File: config.mk
export PLATFORM = sky130hd
export DESIGN_NAME = viu_core
export DESIGN_NICKNAME = d
export VERILOG_FILES = /design/src/viu_pkg.sv /design/src/viu_ext_sense.sv /design/src/viu_core.sv
export VERILOG_INCLUDE_DIRS = /design/src
export SDC_FILE = /design/constraint.sdc
export NUM_CORES = 1
export LEC_CHECK = 0
export ABC_AREA = 1
export CELL_PAD_IN_SITES_DETAIL_PLACEMENT = 2
export CELL_PAD_IN_SITES_GLOBAL_PLACEMENT = 2
export CORE_ASPECT_RATIO = 1.25
export CORE_UTILIZATION = 33
export DETAILED_ROUTE_END_ITERATION = 12
export DONT_BUFFER_PORTS = 1
export HOLD_SLACK_MARGIN = 0.12
export PLACE_DENSITY_LB_ADDON = 0.1
export SLEW_MARGIN = 0
export SYNTH_ARGS = -nofsm -noshare
export SYNTH_HDL_FRONTEND = slang
export SYNTH_SLANG_ARGS = --single-unit
File: constraint.sdc
create_clock -name core_clk -period 17.35 [get_ports core_clk]
set_input_delay 4.3375 -clock core_clk [delete_from_list [all_inputs] [get_ports core_clk]]
set_output_delay 4.3375 -clock core_clk [all_outputs]
set_load 0.02 [all_outputs]
File: src/viu_regs.svh
// viu_regs.svh: register indices, field positions, reset values and vector
// addresses of the vectored interrupt unit.
// assumes: included by bare name; definitions only.
`ifndef VIU_REGS_SVH
`define VIU_REGS_SVH

`define VIU_NSRC        16
// register indices; the apb byte address is four times the index
`define VIU_IDX_ADC     8'h70
`define VIU_IDX_U0TX    8'h71
`define VIU_IDX_U0RX    8'h72
`define VIU_IDX_U1TX    8'h73
`define VIU_IDX_U1RX    8'h74
`define VIU_IDX_TA0     8'h75
`define VIU_IDX_INT0    8'h7D
`define VIU_IDX_PS      8'h60
`define VIU_IDX_STAT    8'h61
// control register fields
`define VIU_LVL         2:0
`define VIU_REQ         3
`define VIU_TRIG        5:4
`define VIU_CTL_MASK    8'h0F
`define VIU_CTL_MASK_X  8'h3F
`define VIU_CTL_RST     8'h00
`define VIU_TRIG_FALL   2'h0
`define VIU_TRIG_RISE   2'h1
`define VIU_TRIG_HIGH   2'h2
`define VIU_TRIG_LOW    2'h3
// processor status word fields
`define VIU_PS_IFLAG    2
`define VIU_PS_IPL      10:8
`define VIU_PS_RST      16'h0004
// source codes: 0..15 maskable in chain order, then the fixed ones
`define VIU_SRC_TA0     5'h03
`define VIU_SRC_U0RX    5'h0B
`define VIU_SRC_U0TX    5'h0C
`define VIU_SRC_U1RX    5'h0D
`define VIU_SRC_U1TX    5'h0E
`define VIU_SRC_ZDIV    5'h10
`define VIU_SRC_BRK     5'h11
`define VIU_SRC_DBG     5'h12
`define VIU_SRC_WDT     5'h13
`define VIU_SRC_RESET   5'h14
// vector low-byte addresses in bank zero
`define VIU_VEC_RESET   16'hFFFE
`define VIU_VEC_ZDIV    16'hFFFC
`define VIU_VEC_BRK     16'hFFFA
`define VIU_VEC_DBG     16'hFFF8
`define VIU_VEC_WDT     16'hFFF6
`define VIU_VEC_MASK0   16'hFFF4
`define VIU_VEC_LOW     16'hFFD6
`define VIU_BANK0       8'h00
`define VIU_SP_STEP     16'h0001
`define VIU_SP_WSTEP    16'h0002

`endif

File: src/viu_pkg.sv
// viu_pkg: types shared by the vectored interrupt unit.
// assumes: nothing; types only, constants live in viu_regs.svh.
package viu_pkg;

	// sequencer: stack the frame, then fetch the vector
	typedef enum {S_IDLE, S_PG, S_PCH, S_PCL, S_PSH, S_PSL, S_VEC} viu_state_e;

	// context the cpu core offers at an instruction boundary
	typedef struct packed {
		logic [7:0]  pg;
		logic [15:0] pc;
		logic [15:0] sp;
	} viu_ctx_s;

	// frame captured at acceptance
	typedef struct packed {
		logic [7:0]  pg;
		logic [15:0] pc;
		logic [15:0] ps;
	} viu_frame_s;

	// one memory request toward the cpu bus
	typedef struct packed {
		logic        req;
		logic        we;
		logic        word;
		logic [23:0] addr;
		logic [15:0] wdata;
	} viu_mem_s;

	// peripheral event pulses
	typedef struct packed {
		logic [4:0] timer_a;
		logic [2:0] timer_b;
		logic [1:0] rx;
		logic [1:0] tx;
		logic       adc;
	} viu_evt_s;

endpackage

File: src/viu_ext_sense.sv
// viu_ext_sense: edge or level sensing of one external request pin.
// assumes: pin synchronous to core_clk, pulses wider than one clock.
`timescale 1ns/1ps
`include "viu_regs.svh"

module viu_ext_sense (
	input  wire logic       core_clk,
	input  wire logic       arst_n,
	input  wire logic       pin,
	input  wire logic [1:0] trig,
	output logic            edge_hit,
	output logic            level_req
);

	logic prev_r, prev_nxt;
	logic armed_r, armed_nxt;

	// armed keeps the first sample after reset from looking like an edge
	always_comb begin
		prev_nxt  = pin;
		armed_nxt = 1'b1;
		edge_hit  = 1'b0;
		level_req = 1'b0;
		case (trig)
			`VIU_TRIG_FALL: edge_hit  = armed_r & prev_r & ~pin;
			`VIU_TRIG_RISE: edge_hit  = armed_r & ~prev_r & pin;
			`VIU_TRIG_HIGH: level_req = pin;
			default:        level_req = ~pin;
		endcase
	end

	always_ff @(posedge core_clk or negedge arst_n) begin
		if (!arst_n) begin
			prev_r  <= 1'b0;
			armed_r <= 1'b0;
		end else begin
			prev_r  <= prev_nxt;
			armed_r <= armed_nxt;
		end
	end
endmodule // viu_ext_sense

File: src/viu_core.sv
// viu_core: vectored interrupt unit with apb control registers.
// assumes: apb master on core_clk; cpu core raises cpu_at_boundary between
// instructions and answers each mem request with a one-cycle mem_ack.
`timescale 1ns/1ps
`include "viu_regs.svh"

// What this block does
// - twenty-one causes, each branching through own vector
// - vector table at top of bank zero
// - two-byte vectors, fixed descending source order
// - stack bank, then counter, then status only
// - even stack pointer word pushes, odd bytewise
// - zero divisor raises non-maskable trap
// - break instruction raises non-maskable trap
// - watchdog msb falling raises non-maskable request
// - each first-group timer raises own request
// - each second-group timer raises own request
// - serial requests only in asynchronous mode
// - converter completion raises its request
// - external pins request by level or edge
// - trigger field bits 5:4 select sensing
// - request bit set, cleared on acceptance
// - level must exceed threshold; zero disables
// - disable flag masks maskables, set at reset
// - level-sensed pins do not latch request
module viu_core import viu_pkg::*; #(
	parameter int NSRC = `VIU_NSRC
) (
	input  wire logic        core_clk,
	input  wire logic        arst_n,
	input  wire logic [11:0] paddr,
	input  wire logic        psel,
	input  wire logic        penable,
	input  wire logic        pwrite,
	input  wire logic [31:0] pwdata,
	output logic      [31:0] prdata,
	output logic             pready,
	output logic             pslverr,
	input  wire viu_ctx_s    cpu_ctx,
	input  wire logic        cpu_at_boundary,
	input  wire viu_evt_s    evt,
	input  wire logic [1:0]  serial_async,
	input  wire logic [2:0]  external_request_pin,
	input  wire logic        zero_div_trap,
	input  wire logic        software_break_trap,
	input  wire logic        debug_trap,
	input  wire logic        wdt_msb,
	output viu_mem_s         mem,
	input  wire logic        mem_ack,
	input  wire logic [15:0] mem_rdata,
	output logic             vector_taken,
	output logic      [15:0] program_counter_reg,
	output logic      [7:0]  program_bank_reg,
	output logic      [15:0] stack_ptr,
	output logic      [15:0] processor_status_word
);

	// control register index of a maskable source
	function automatic logic [7:0] ctl_idx(input logic [4:0] s);
		logic [7:0] r;
		r = `VIU_IDX_ADC;
		if (s < `VIU_SRC_TA0)
			r = `VIU_IDX_INT0 + {3'h0, s};
		else if (s < `VIU_SRC_U0RX)
			r = `VIU_IDX_TA0 + {3'h0, 5'(s - `VIU_SRC_TA0)};
		else case (s)
			`VIU_SRC_U0RX: r = `VIU_IDX_U0RX;
			`VIU_SRC_U0TX: r = `VIU_IDX_U0TX;
			`VIU_SRC_U1RX: r = `VIU_IDX_U1RX;
			`VIU_SRC_U1TX: r = `VIU_IDX_U1TX;
			default:       r = `VIU_IDX_ADC;
		endcase
		return r;
	endfunction

	// vector low-byte address of any source; high byte sits one above
	function automatic logic [15:0] vec_of(input logic [4:0] s);
		logic [15:0] v;
		v = `VIU_VEC_RESET;
		if (s < `VIU_SRC_ZDIV)
			v = `VIU_VEC_MASK0 - {10'h000, s, 1'b0};
		else case (s)
			`VIU_SRC_ZDIV: v = `VIU_VEC_ZDIV;
			`VIU_SRC_BRK:  v = `VIU_VEC_BRK;
			`VIU_SRC_DBG:  v = `VIU_VEC_DBG;
			`VIU_SRC_WDT:  v = `VIU_VEC_WDT;
			default:       v = `VIU_VEC_RESET;
		endcase
		return v;
	endfunction

	logic [NSRC-1:0][7:0] ctl_r, ctl_nxt;
	logic [15:0]          ps_r, ps_nxt;
	logic [3:0]           nmi_r, nmi_nxt;
	logic                 wdt_prev_r, wdt_prev_nxt;
	viu_state_e           st_r, st_nxt;
	viu_mem_s             mem_r, mem_nxt;
	viu_frame_s           frm_r, frm_nxt;
	logic [15:0]          sp_r, sp_nxt;
	logic                 wide_r, wide_nxt;
	logic [4:0]           src_r, src_nxt;
	logic                 taken_r, taken_nxt;
	logic [15:0]          jpc_r, jpc_nxt;
	logic [7:0]           jpg_r, jpg_nxt;
	logic [31:0]          prdata_r, prdata_nxt;
	logic                 pready_r, pready_nxt;
	logic                 pslverr_r, pslverr_nxt;
	logic [2:0]           ext_edge, ext_level;
	logic [NSRC-1:0]      set_evt, pend, elig;
	logic                 win_ok, acc, acc_nmi, apb_wr, ctl_hit, wdt_fall;
	logic [2:0]           win_lvl;
	logic [4:0]           win_src, acc_src, ctl_src;
	logic [7:0]           idx;

	// external pins; their direction in the shared port is software's job
	for (genvar g = 0; g < 3; g++) begin : g_ext
		viu_ext_sense u_sense (
			.core_clk  (core_clk),
			.arst_n    (arst_n),
			.pin       (external_request_pin[g]),
			.trig      (ctl_r[g][`VIU_TRIG]),
			.edge_hit  (ext_edge[g]),
			.level_req (ext_level[g])
		);
	end

	// peripheral events, serial ones gated by asynchronous mode
	assign set_evt = {evt.adc,
	                  evt.tx[1] & serial_async[1], evt.rx[1] & serial_async[1],
	                  evt.tx[0] & serial_async[0], evt.rx[0] & serial_async[0],
	                  evt.timer_b,
	                  evt.timer_a,
	                  ext_edge};
	assign wdt_fall = wdt_prev_r & ~wdt_msb;

	// apb decode; registers sit one per aligned word
	always_comb begin
		idx     = paddr[9:2];
		ctl_hit = 1'b0;
		ctl_src = 5'h00;
		for (int i = 0; i < NSRC; i++) begin
			if (ctl_idx(5'(i)) == idx) begin
				ctl_hit = 1'b1;
				ctl_src = 5'(i);
			end
		end
	end
	assign apb_wr = psel & penable & pwrite & pready_r & ~pslverr_r;

	// apb answer: data and ready prepared in setup, valid in access phase
	always_comb begin
		pready_nxt  = psel & ~penable;
		pslverr_nxt = 1'b0;
		prdata_nxt  = prdata_r;
		if (psel && !penable) begin
			prdata_nxt  = 32'h0000_0000;
			pslverr_nxt = (paddr[11:10] != 2'h0) || (paddr[1:0] != 2'h0);
			if (idx == `VIU_IDX_PS)
				prdata_nxt = {16'h0000, ps_r};
			else if (idx == `VIU_IDX_STAT)
				prdata_nxt = {22'h000000, st_r != S_IDLE, src_r, nmi_r};
			else if (ctl_hit)
				prdata_nxt = {24'h000000, ctl_r[ctl_src[3:0]]};
			else
				pslverr_nxt = 1'b1;
		end
	end

	// arbitration: upstream source keeps ties, so only a higher level replaces
	always_comb begin
		win_ok  = 1'b0;
		win_lvl = 3'h0;
		win_src = 5'h00;
		for (int i = 0; i < NSRC; i++) begin
			// a level-sensed pin requests straight from the pin
			pend[i] = (i < 3 && ctl_r[i][`VIU_TRIG] >= `VIU_TRIG_HIGH) ?
			          ext_level[i % 3] : ctl_r[i][`VIU_REQ];
			elig[i] = pend[i] && !ps_r[`VIU_PS_IFLAG] &&
			          ctl_r[i][`VIU_LVL] > ps_r[`VIU_PS_IPL];
			if (elig[i] && ctl_r[i][`VIU_LVL] > win_lvl) begin
				win_ok  = 1'b1;
				win_lvl = ctl_r[i][`VIU_LVL];
				win_src = 5'(i);
			end
		end
		acc_nmi = |nmi_r;
		acc_src = win_src;
		if (nmi_r[0])      acc_src = `VIU_SRC_ZDIV;
		else if (nmi_r[1]) acc_src = `VIU_SRC_BRK;
		else if (nmi_r[2]) acc_src = `VIU_SRC_DBG;
		else if (nmi_r[3]) acc_src = `VIU_SRC_WDT;
		acc = (st_r == S_IDLE) && !mem_r.req && cpu_at_boundary && (acc_nmi || win_ok);
	end

	// request bits, status word and trap latches; a set beats any clear
	always_comb begin
		ctl_nxt      = ctl_r;
		ps_nxt       = ps_r;
		wdt_prev_nxt = wdt_msb;
		nmi_nxt      = nmi_r;
		for (int i = 0; i < NSRC; i++) begin
			if (apb_wr && ctl_hit && ctl_src == 5'(i))
				ctl_nxt[i] = pwdata[7:0] & ((i < 3) ? `VIU_CTL_MASK_X : `VIU_CTL_MASK);
			else if (acc && !acc_nmi && acc_src == 5'(i))
				ctl_nxt[i][`VIU_REQ] = 1'b0;
			if (set_evt[i])
				ctl_nxt[i][`VIU_REQ] = 1'b1;
		end
		if (apb_wr && idx == `VIU_IDX_PS)
			ps_nxt = pwdata[15:0];
		if (acc) begin
			ps_nxt[`VIU_PS_IFLAG] = 1'b1;
			nmi_nxt[acc_src[1:0]] = nmi_r[acc_src[1:0]] & ~acc_nmi;
		end
		nmi_nxt = nmi_nxt | {wdt_fall, debug_trap, software_break_trap, zero_div_trap};
	end

	always_ff @(posedge core_clk or negedge arst_n) begin
		if (!arst_n) begin
			ctl_r      <= '{default: `VIU_CTL_RST};
			ps_r       <= `VIU_PS_RST;
			nmi_r      <= 4'h0;
			wdt_prev_r <= 1'b0;
			prdata_r   <= 32'h0000_0000;
			pready_r   <= 1'b0;
			pslverr_r  <= 1'b0;
		end else begin
			ctl_r      <= ctl_nxt;
			ps_r       <= ps_nxt;
			nmi_r      <= nmi_nxt;
			wdt_prev_r <= wdt_prev_nxt;
			prdata_r   <= prdata_nxt;
			pready_r   <= pready_nxt;
			pslverr_r  <= pslverr_nxt;
		end
	end

	// sequencer: one memory request per state, the next state on mem_ack
	always_comb begin
		st_nxt    = st_r;
		mem_nxt   = mem_r;
		frm_nxt   = frm_r;
		sp_nxt    = sp_r;
		wide_nxt  = wide_r;
		src_nxt   = src_r;
		taken_nxt = 1'b0;
		jpc_nxt   = jpc_r;
		jpg_nxt   = jpg_r;
		if (mem_r.req) begin
			if (mem_ack) begin
				mem_nxt.req = 1'b0;
				case (st_r)
					S_PG: begin
						sp_nxt = sp_r - `VIU_SP_STEP;
						st_nxt = S_PCH;
					end
					S_PCH: begin
						sp_nxt = sp_r - (wide_r ? `VIU_SP_WSTEP : `VIU_SP_STEP);
						st_nxt = wide_r ? S_PSH : S_PCL;
					end
					S_PCL: begin
						sp_nxt = sp_r - `VIU_SP_STEP;
						st_nxt = S_PSH;
					end
					S_PSH: begin
						sp_nxt = sp_r - (wide_r ? `VIU_SP_WSTEP : `VIU_SP_STEP);
						st_nxt = wide_r ? S_VEC : S_PSL;
					end
					S_PSL: begin
						sp_nxt = sp_r - `VIU_SP_STEP;
						st_nxt = S_VEC;
					end
					S_VEC: begin
						jpc_nxt   = mem_rdata;
						jpg_nxt   = `VIU_BANK0;
						taken_nxt = 1'b1;
						st_nxt    = S_IDLE;
					end
					default: st_nxt = S_IDLE;
				endcase
			end
		end else begin
			mem_nxt.req   = 1'b1;
			mem_nxt.we    = 1'b1;
			mem_nxt.word  = 1'b0;
			mem_nxt.addr  = {`VIU_BANK0, sp_r};
			mem_nxt.wdata = {8'h00, frm_r.pg};
			case (st_r)
				S_IDLE: begin
					mem_nxt.req = 1'b0;
					if (acc) begin
						frm_nxt  = '{pg: cpu_ctx.pg, pc: cpu_ctx.pc, ps: ps_r};
						sp_nxt   = cpu_ctx.sp;
						wide_nxt = ~cpu_ctx.sp[0];
						src_nxt  = acc_src;
						st_nxt   = S_PG;
					end
				end
				S_PG: mem_nxt.wdata = {8'h00, frm_r.pg};
				S_PCH: begin
					mem_nxt.word  = wide_r;
					mem_nxt.addr  = {`VIU_BANK0, wide_r ? sp_r - `VIU_SP_STEP : sp_r};
					mem_nxt.wdata = wide_r ? frm_r.pc : {8'h00, frm_r.pc[15:8]};
				end
				S_PCL: mem_nxt.wdata = {8'h00, frm_r.pc[7:0]};
				S_PSH: begin
					mem_nxt.word  = wide_r;
					mem_nxt.addr  = {`VIU_BANK0, wide_r ? sp_r - `VIU_SP_STEP : sp_r};
					mem_nxt.wdata = wide_r ? frm_r.ps : {8'h00, frm_r.ps[15:8]};
				end
				S_PSL: mem_nxt.wdata = {8'h00, frm_r.ps[7:0]};
				S_VEC: begin
					// vector word at the even address, high byte at the odd one
					mem_nxt.we    = 1'b0;
					mem_nxt.word  = 1'b1;
					mem_nxt.addr  = {`VIU_BANK0, vec_of(src_r)};
					mem_nxt.wdata = 16'h0000;
				end
				default: mem_nxt.req = 1'b0;
			endcase
		end
	end

	// reset starts with the reset vector fetch and no stacking
	always_ff @(posedge core_clk or negedge arst_n) begin
		if (!arst_n) begin
			st_r    <= S_VEC;
			mem_r   <= '0;
			frm_r   <= '0;
			sp_r    <= 16'h0000;
			wide_r  <= 1'b0;
			src_r   <= `VIU_SRC_RESET;
			taken_r <= 1'b0;
			jpc_r   <= 16'h0000;
			jpg_r   <= `VIU_BANK0;
		end else begin
			st_r    <= st_nxt;
			mem_r   <= mem_nxt;
			frm_r   <= frm_nxt;
			sp_r    <= sp_nxt;
			wide_r  <= wide_nxt;
			src_r   <= src_nxt;
			taken_r <= taken_nxt;
			jpc_r   <= jpc_nxt;
			jpg_r   <= jpg_nxt;
		end
	end

	assign prdata                = prdata_r;
	assign pready                = pready_r;
	assign pslverr               = pslverr_r;
	assign mem                   = mem_r;
	assign vector_taken          = taken_r;
	assign program_counter_reg   = jpc_r;
	assign program_bank_reg      = jpg_r;
	assign stack_ptr             = sp_r;
	assign processor_status_word = ps_r;
endmodule // viu_core

Yosys cells after proc, flatten, opt, wreduce, memory -nomap -nowiden:

Cells that the tools add are included.

* logic and storage cells: 517
* output and inout port bits: 134
* bits in registers: 283

* bitwise operators: 36
* muxes and demuxes: 182
* reductions and logical operators: 134
* eq/ne operators: 66
* order comparisons: 39
* $add $sub $neg: 3

Operators by type and width (number)
* 16-bit two-way mux: 9
* 7-bit by 8-bit == test with 1-bit output (first input constant): 16
* 32-bit two-way mux: 4
* 5-bit two-way mux: 22
* 1-bit two-way mux: 99
* 32-bit by 3-bit == test with 1-bit output (second input constant): 3
* 3-bit greater-than comparator: 31
* 1-bit logical AND: 88
* 5-bit by 4-bit == test with 1-bit output (second input constant): 16
* 16-bit case mux with 5 select lines: 1
* 32-bit by 2-bit == test with 1-bit output (second input constant): 2
* 32-bit logical NOT: 2
* 3-bit two-way mux: 21
* 25-bit case mux with 2 select lines: 1
* 3-bit nonzero test: 16
* 5-bit by 3-bit == test with 1-bit output (second input constant): 8
* 8-bit binary-select mux with 4-bit select: 1
* 32-bit by 1-bit == test with 1-bit output (second input constant): 1
* 16-bit case mux with 2 select lines: 1
* 32-bit nonzero test: 1
* 1-bit AND: 23
* 5-bit by 2-bit == test with 1-bit output (second input constant): 4
* 5-bit == test (second input constant): 4
* 4-bit two-way mux: 5
* 37 further kinds: 81

Longest topological paths before layout:

* depth in word-level cells: 64
* gate-level depth with buffers: 124

Hierarchy:

From an unflattened synthesis, not the netlist that was laid out.

* cells, all modules: 1910
* area, all modules: 14879.3 µm²

By module, submodules not included
* viu_core: seq. area each 5661.7 µm², area each 14594.0 µm², cells each 1868, instances 1
* viu_ext_sense: seq. area each 50.0 µm², area each 95.1 µm², cells each 14, instances 3

Worst setup path before layout:

OpenSTA, ideal clock, no wires.

* path type: input-to-reg
* start: input external_request_pin[0]
* end: register sp_r[14] (netlist: stack_ptr[14])
* stages on the path: 109
* setup slack: -2.177 ns
* arrival: 19.400 ns
* required time: 17.223 ns
* path through: inv_1 nand2_1 nand2_1 nand2_1 nand3_2 nor2_1 inv_1 ha_1 a21oi_1 nand2_1 nand2_1 inv_2 nand2_2 nand2_1 and2_1 ha_1 a21oi_1 o21ai_1 [... 73 more ...] a21oi_1 ha_1 a311oi_1 nand3_1 nand2_1 o21ai_0 ha_1 a21oi_1 o21ai_0 nand3_1 nand3_1 nor2_1 nand3b_1 nand2_2 nand2_2 buf_4 o211ai_1 o21ai_1

* cells in the longest elaborated chain, start to end: 56
* elaborated cells between the ends (all ways): 71
* classes of those cells: 15 x order compare; 33 x mux; 1 x bitwise; 22 x reduce/logical

Ends and longest elaborated chain
* start: declaration: line viu_core.sv:43 `input wire logic [2:0] external_request_pin,`
* 1-bit NOT: line viu_ext_sense.sv:28 `default: level_req = ~pin;`
* 1-bit case mux with 2 select lines (*): line viu_ext_sense.sv:24 `case (trig)`
* 1-bit two-way mux (*): line viu_core.sv:176 `` pend[i] = (i < 3 && ctl_r[i][`VIU_TRIG] >= `VIU_TRIG_HIGH) ? ``
* 1-bit logical AND (*) (2 in series): line viu_core.sv:178 `` elig[i] = pend[i] && !ps_r[`VIU_PS_IFLAG] && ``
* 1-bit logical AND (*): line viu_core.sv:180 `` if (elig[i] && ctl_r[i][`VIU_LVL] > win_lvl) begin ``
* 3-bit two-way mux: line viu_core.sv:180
* 3-bit greater-than comparator: line viu_core.sv:180
* 1-bit logical AND: line viu_core.sv:180
* [... 39 more ...]
* 3-bit two-way mux: line viu_core.sv:180
* 3-bit greater-than comparator: line viu_core.sv:180
* 1-bit logical AND: line viu_core.sv:180
* 1-bit two-way mux (*): line viu_core.sv:180
* 1-bit logical OR (*): line viu_core.sv:192 `acc = (st_r == S_IDLE) && !mem_r.req && cpu_at_boundary && (acc_nmi || win_ok);`
* 1-bit logical AND (*): line viu_core.sv:192
* 2-bit nonzero test (no line) (*)
* 4-bit AND reduction (no line) (*)
* end signal: assignment: line viu_core.sv:340 `sp_r <= sp_nxt;`
* end: declaration: line viu_core.sv:99 `logic [15:0] sp_r, sp_nxt;`

Every way passes the cells marked *; elsewhere a longest branch is shown, timed or not.
A chain may end at the register's enable or synchronous reset.

Worst setup path after layout:

* start: input external_request_pin[0]
* end: register nmi_r[3]

* cells in the longest elaborated chain, start to end: 63
* elaborated cells between the ends (all ways): 99
* classes of those cells: 17 x order compare; 58 x mux; 3 x bitwise; 21 x reduce/logical

Ends and longest elaborated chain
* 1-bit NOT: line viu_ext_sense.sv:28
* 1-bit case mux with 2 select lines (*): line viu_ext_sense.sv:24
* 1-bit two-way mux (*): line viu_core.sv:176
* 1-bit logical AND (*) (2 in series): line viu_core.sv:178
* 1-bit logical AND (*): line viu_core.sv:180
* 3-bit two-way mux: line viu_core.sv:180
* 3-bit greater-than comparator: line viu_core.sv:180
* 1-bit logical AND: line viu_core.sv:180
* [... 47 more ...]
* 2-bit by 3-bit < comparator with 1-bit output (not written as such) or 2-bit by 1-bit >= comparator with 1-bit output (tied branches): line viu_core.sv:213 `nmi_nxt[acc_src[1:0]] = nmi_r[acc_src[1:0]] & ~acc_nmi;`
* 1-bit logical AND (not written as such): line viu_core.sv:213
* 1-bit two-way mux (not written as such): line viu_core.sv:213
* 1-bit demux with 2-bit select: line viu_core.sv:213
* 4-bit bitwise mux: line viu_core.sv:213
* 4-bit two-way mux (*): line viu_core.sv:211 `if (acc) begin`
* 4-bit OR (*): line viu_core.sv:215 `nmi_nxt = nmi_nxt | {wdt_fall, debug_trap, software_break_trap, zero_div_trap};`
* via nmi_nxt[3]: line viu_core.sv:94 `logic [3:0] nmi_r, nmi_nxt;`
* end signal: assignment: line viu_core.sv:230 `nmi_r <= nmi_nxt;`
* end: declaration: line viu_core.sv:94

The timed path passes the listed nets; every way through them passes the cells marked *. The select of a mux whose other input is x is not followed.

==> reports/metrics.cfg <==
[outcome]
status=finished, violations left
violations=negative setup slack

[finish]
largest_reg_flops=70
fill_cells=4938
diodes=0
syn_to_final_growth_pct=32.63
final_cell_mix=408 x nand2_1, 224 x dfrtp_1, 180 x inv_1
fin_cells=2706
max_flop_register=ctl_r
nets=2323
layout-drive-gt1-share_pct=27.46
mostFrequentLayoutCell=nand2_1
post-route-cell-area_sq_um=19450
final_util_pct=44.19

[yosys]
synth_edf_count=0
netlist_area_sq_um=14660
synth.largest_area_cell=dfrtp_1
synth_ff_type=dfrtp_1
ys_types=59
seq_area_frac_synth_pct=39.30
synthTopCellsByArea=dfrtp_1 38%, nand2_1 13%, ha_1 6.9%
netlist_instances=1931
ys.warnings.count=0
async_flop_share_pct=100.0
synth_seq_cells=230
syn_avg_cell_area_sq_um=7.593
synth_top_area_share_pct=38.40

[critical_path]
critPathLaunchType=primary input
cp.arrival_ns=18.87
cp_slowest_cell=ha_1
timing.reg2reg.setup_slack_ns=1.56
crit_type=primary input to flip-flop
reg2reg_to=nmi_r[3]
reg2reg_from=processor_status_word[9]
critical_path_peak_fanout=8
endpoint_kind=flip-flop
crit_top_cell=nand2_4
ff2ff_path_depth=112
critPathMaxStageDelay_ns=0.37
cp.required_ns=17.81

[pwr]
ir_drop_mv=0.1560
leakage_nw=9.318
power_density_nw_per_um2=114.8
design_power_total_mw=2.233

[global_routing]
grt_max_degree=231
track_usage_pct=26.73
overflow=0
first_global_vias=16280
grt_pass1_wl_microns=94050
grt_antenna_before_repair=3

[timing]
max_slew_margin_pct=26.72
fin_crit_ns=18.40
setup_viol=86
timing.final.crit_share_pct=106.1
tightest_slew_ns=1.098
skew_ns=0.01678
slew_viol_final=0
final.setup.tns_ns=-82.67
rsz0062_at_grt=yes
worst_slack_ns=-1.055
fmax_ghz=0.05433
hold_viol_final=0
final.hold.worst_slack_ns=0.4875

[clocking]
clkSinkCount=230
cts_tree=done
clkLatencyLatePin_ns=0.58
cts_buffers=29
cts_buffer_depth=3
cts_root_buf=clkbuf_16
path_clk_slew_ns=0.06
htree_levels=1

[floorplanning]
die_y_microns=237.7
die_x_microns=190.5
core_area_sq_um=44010
boundaryPins=263
dieArea_sq_um=45280
start_util_pct=33.32
rows=86

[routing]
wl_per_cell_microns=23.82
drt-vias-per-instance=5.454
finalWirelength_microns=64450
drt-initial-drc-count=528
dr.pass1.iters=5
drtAntennaViolNets=0
vias=14759
post-route-drc-count=0

[placement]
dp.cells=2564
place_ws_ns=-2.413
gp_congestion=0.8397
dpl_cell_area_sq_um=16090
place_hpwl_microns=42510
portBuffers=0

[job]
maxCapViolations=0

[worst_hold_path]
hold_end=frm_r[20]
holdCritPathClass=flip-flop to flip-flop
hold_depth=2
hold_start=frm_r[20]

how the worst max path moves through the flow:
stage	depth (start not counted)	endpoint	slack (ns)	start
3_3_place_gp	111	ctl_r[35]	-1.83	external_request_pin[0]
4_1_cts	114	frm_r[0]	-0.68	external_request_pin[0]
6_report	111	nmi_r[3]	-1.05	external_request_pin[0]
5_1_grt	111	nmi_r[3]	-1.79	external_request_pin[0]
2_1_floorplan	119	stack_ptr[14]	-0.91	external_request_pin[0]
3_5_place_dp	114	ctl_r[35]	-2.41	external_request_pin[0]
final cells by class:
cell class	instances	area [sq um]	share of cell area (%)
well taps	572	715.7	3.680
multi-input cells	1435	9194	47.28
inverters	212	830.8	4.272
repair buffers	204	1898	9.760
clock buffers	39	823.3	4.233
flip-flops and latches	230	5763	29.63
clock inverters	14	222.7	1.145
cells by family (layout without fill, tap and decap cells):
logic type | count (synthesis) | in the layout | share of synthesized area [%]
xor+xnor | 14 | 14 | 0.8363
simple gates | 877 | 877 | 26.41
fa+ha+maj | 82 | 82 | 7.048
compound gates | 429 | 429 | 17.48
buf+inv | 297 | 469 | 8.874
flops | 230 | 230 | 39.30
other cells | 2 | 33 | 0.05122
power by group:
part | internal, mW | switching [mW]
Sequential | 0.652 | 0.210
Clock | 0.409 | 0.265
Combinational | 0.264 | 0.433
Total | 1.32 | 0.908
cell usage after synthesis, drive strengths merged (3+ instances only):
cell type / instances
nand2: 551
o221ai: 30
xor2: 12
nand4: 18
a221oi: 8
a21oi: 81
a211oi: 8
ha: 81
nor3: 14
a2111oi: 3
nand3b: 4
o21ai: 212
nand3: 121
dfstp: 5
o31ai: 4
inv: 207
a31oi: 10
clkinv: 5
a311oi: 8
nor2: 157
clkbuf: 33
and2: 3
nor3b: 3
a22oi: 19
buf: 52
o211ai: 14
o22ai: 11
a21o: 6
nor4: 4
dfrtp: 225
layer usage:
| layer | global-route usage, % | part of all wire (%) | vias up |
|---|---|---|---|
| met5 | 0 | 0.048 | - |
| met4 | 9.406 | 4.1 | 4 |
| met3 | 4.134 | 4.1 | 150 |
| met2 | 50.20 | 53 | 295 |
| met1 | 30.07 | 39 | 7522 |
| li1 | - | - | 6788 |
timing repair:
item,CTS,global route
cloned,2,10
setup endpoints to repair,86,86
hold buffers,0,0
resized for setup,145,189
pin swaps,82,74
setup buffers,57,25
worst max-delay path, delay by kind of cell:
family | cells | cell delay [ns]
fa+ha+maj | 15 | 3.67
buf+inv | 12 | 1.00
simple gates | 59 | 5.73
compound gates | 25 | 4.15
(Power assumes the default switching activity.)
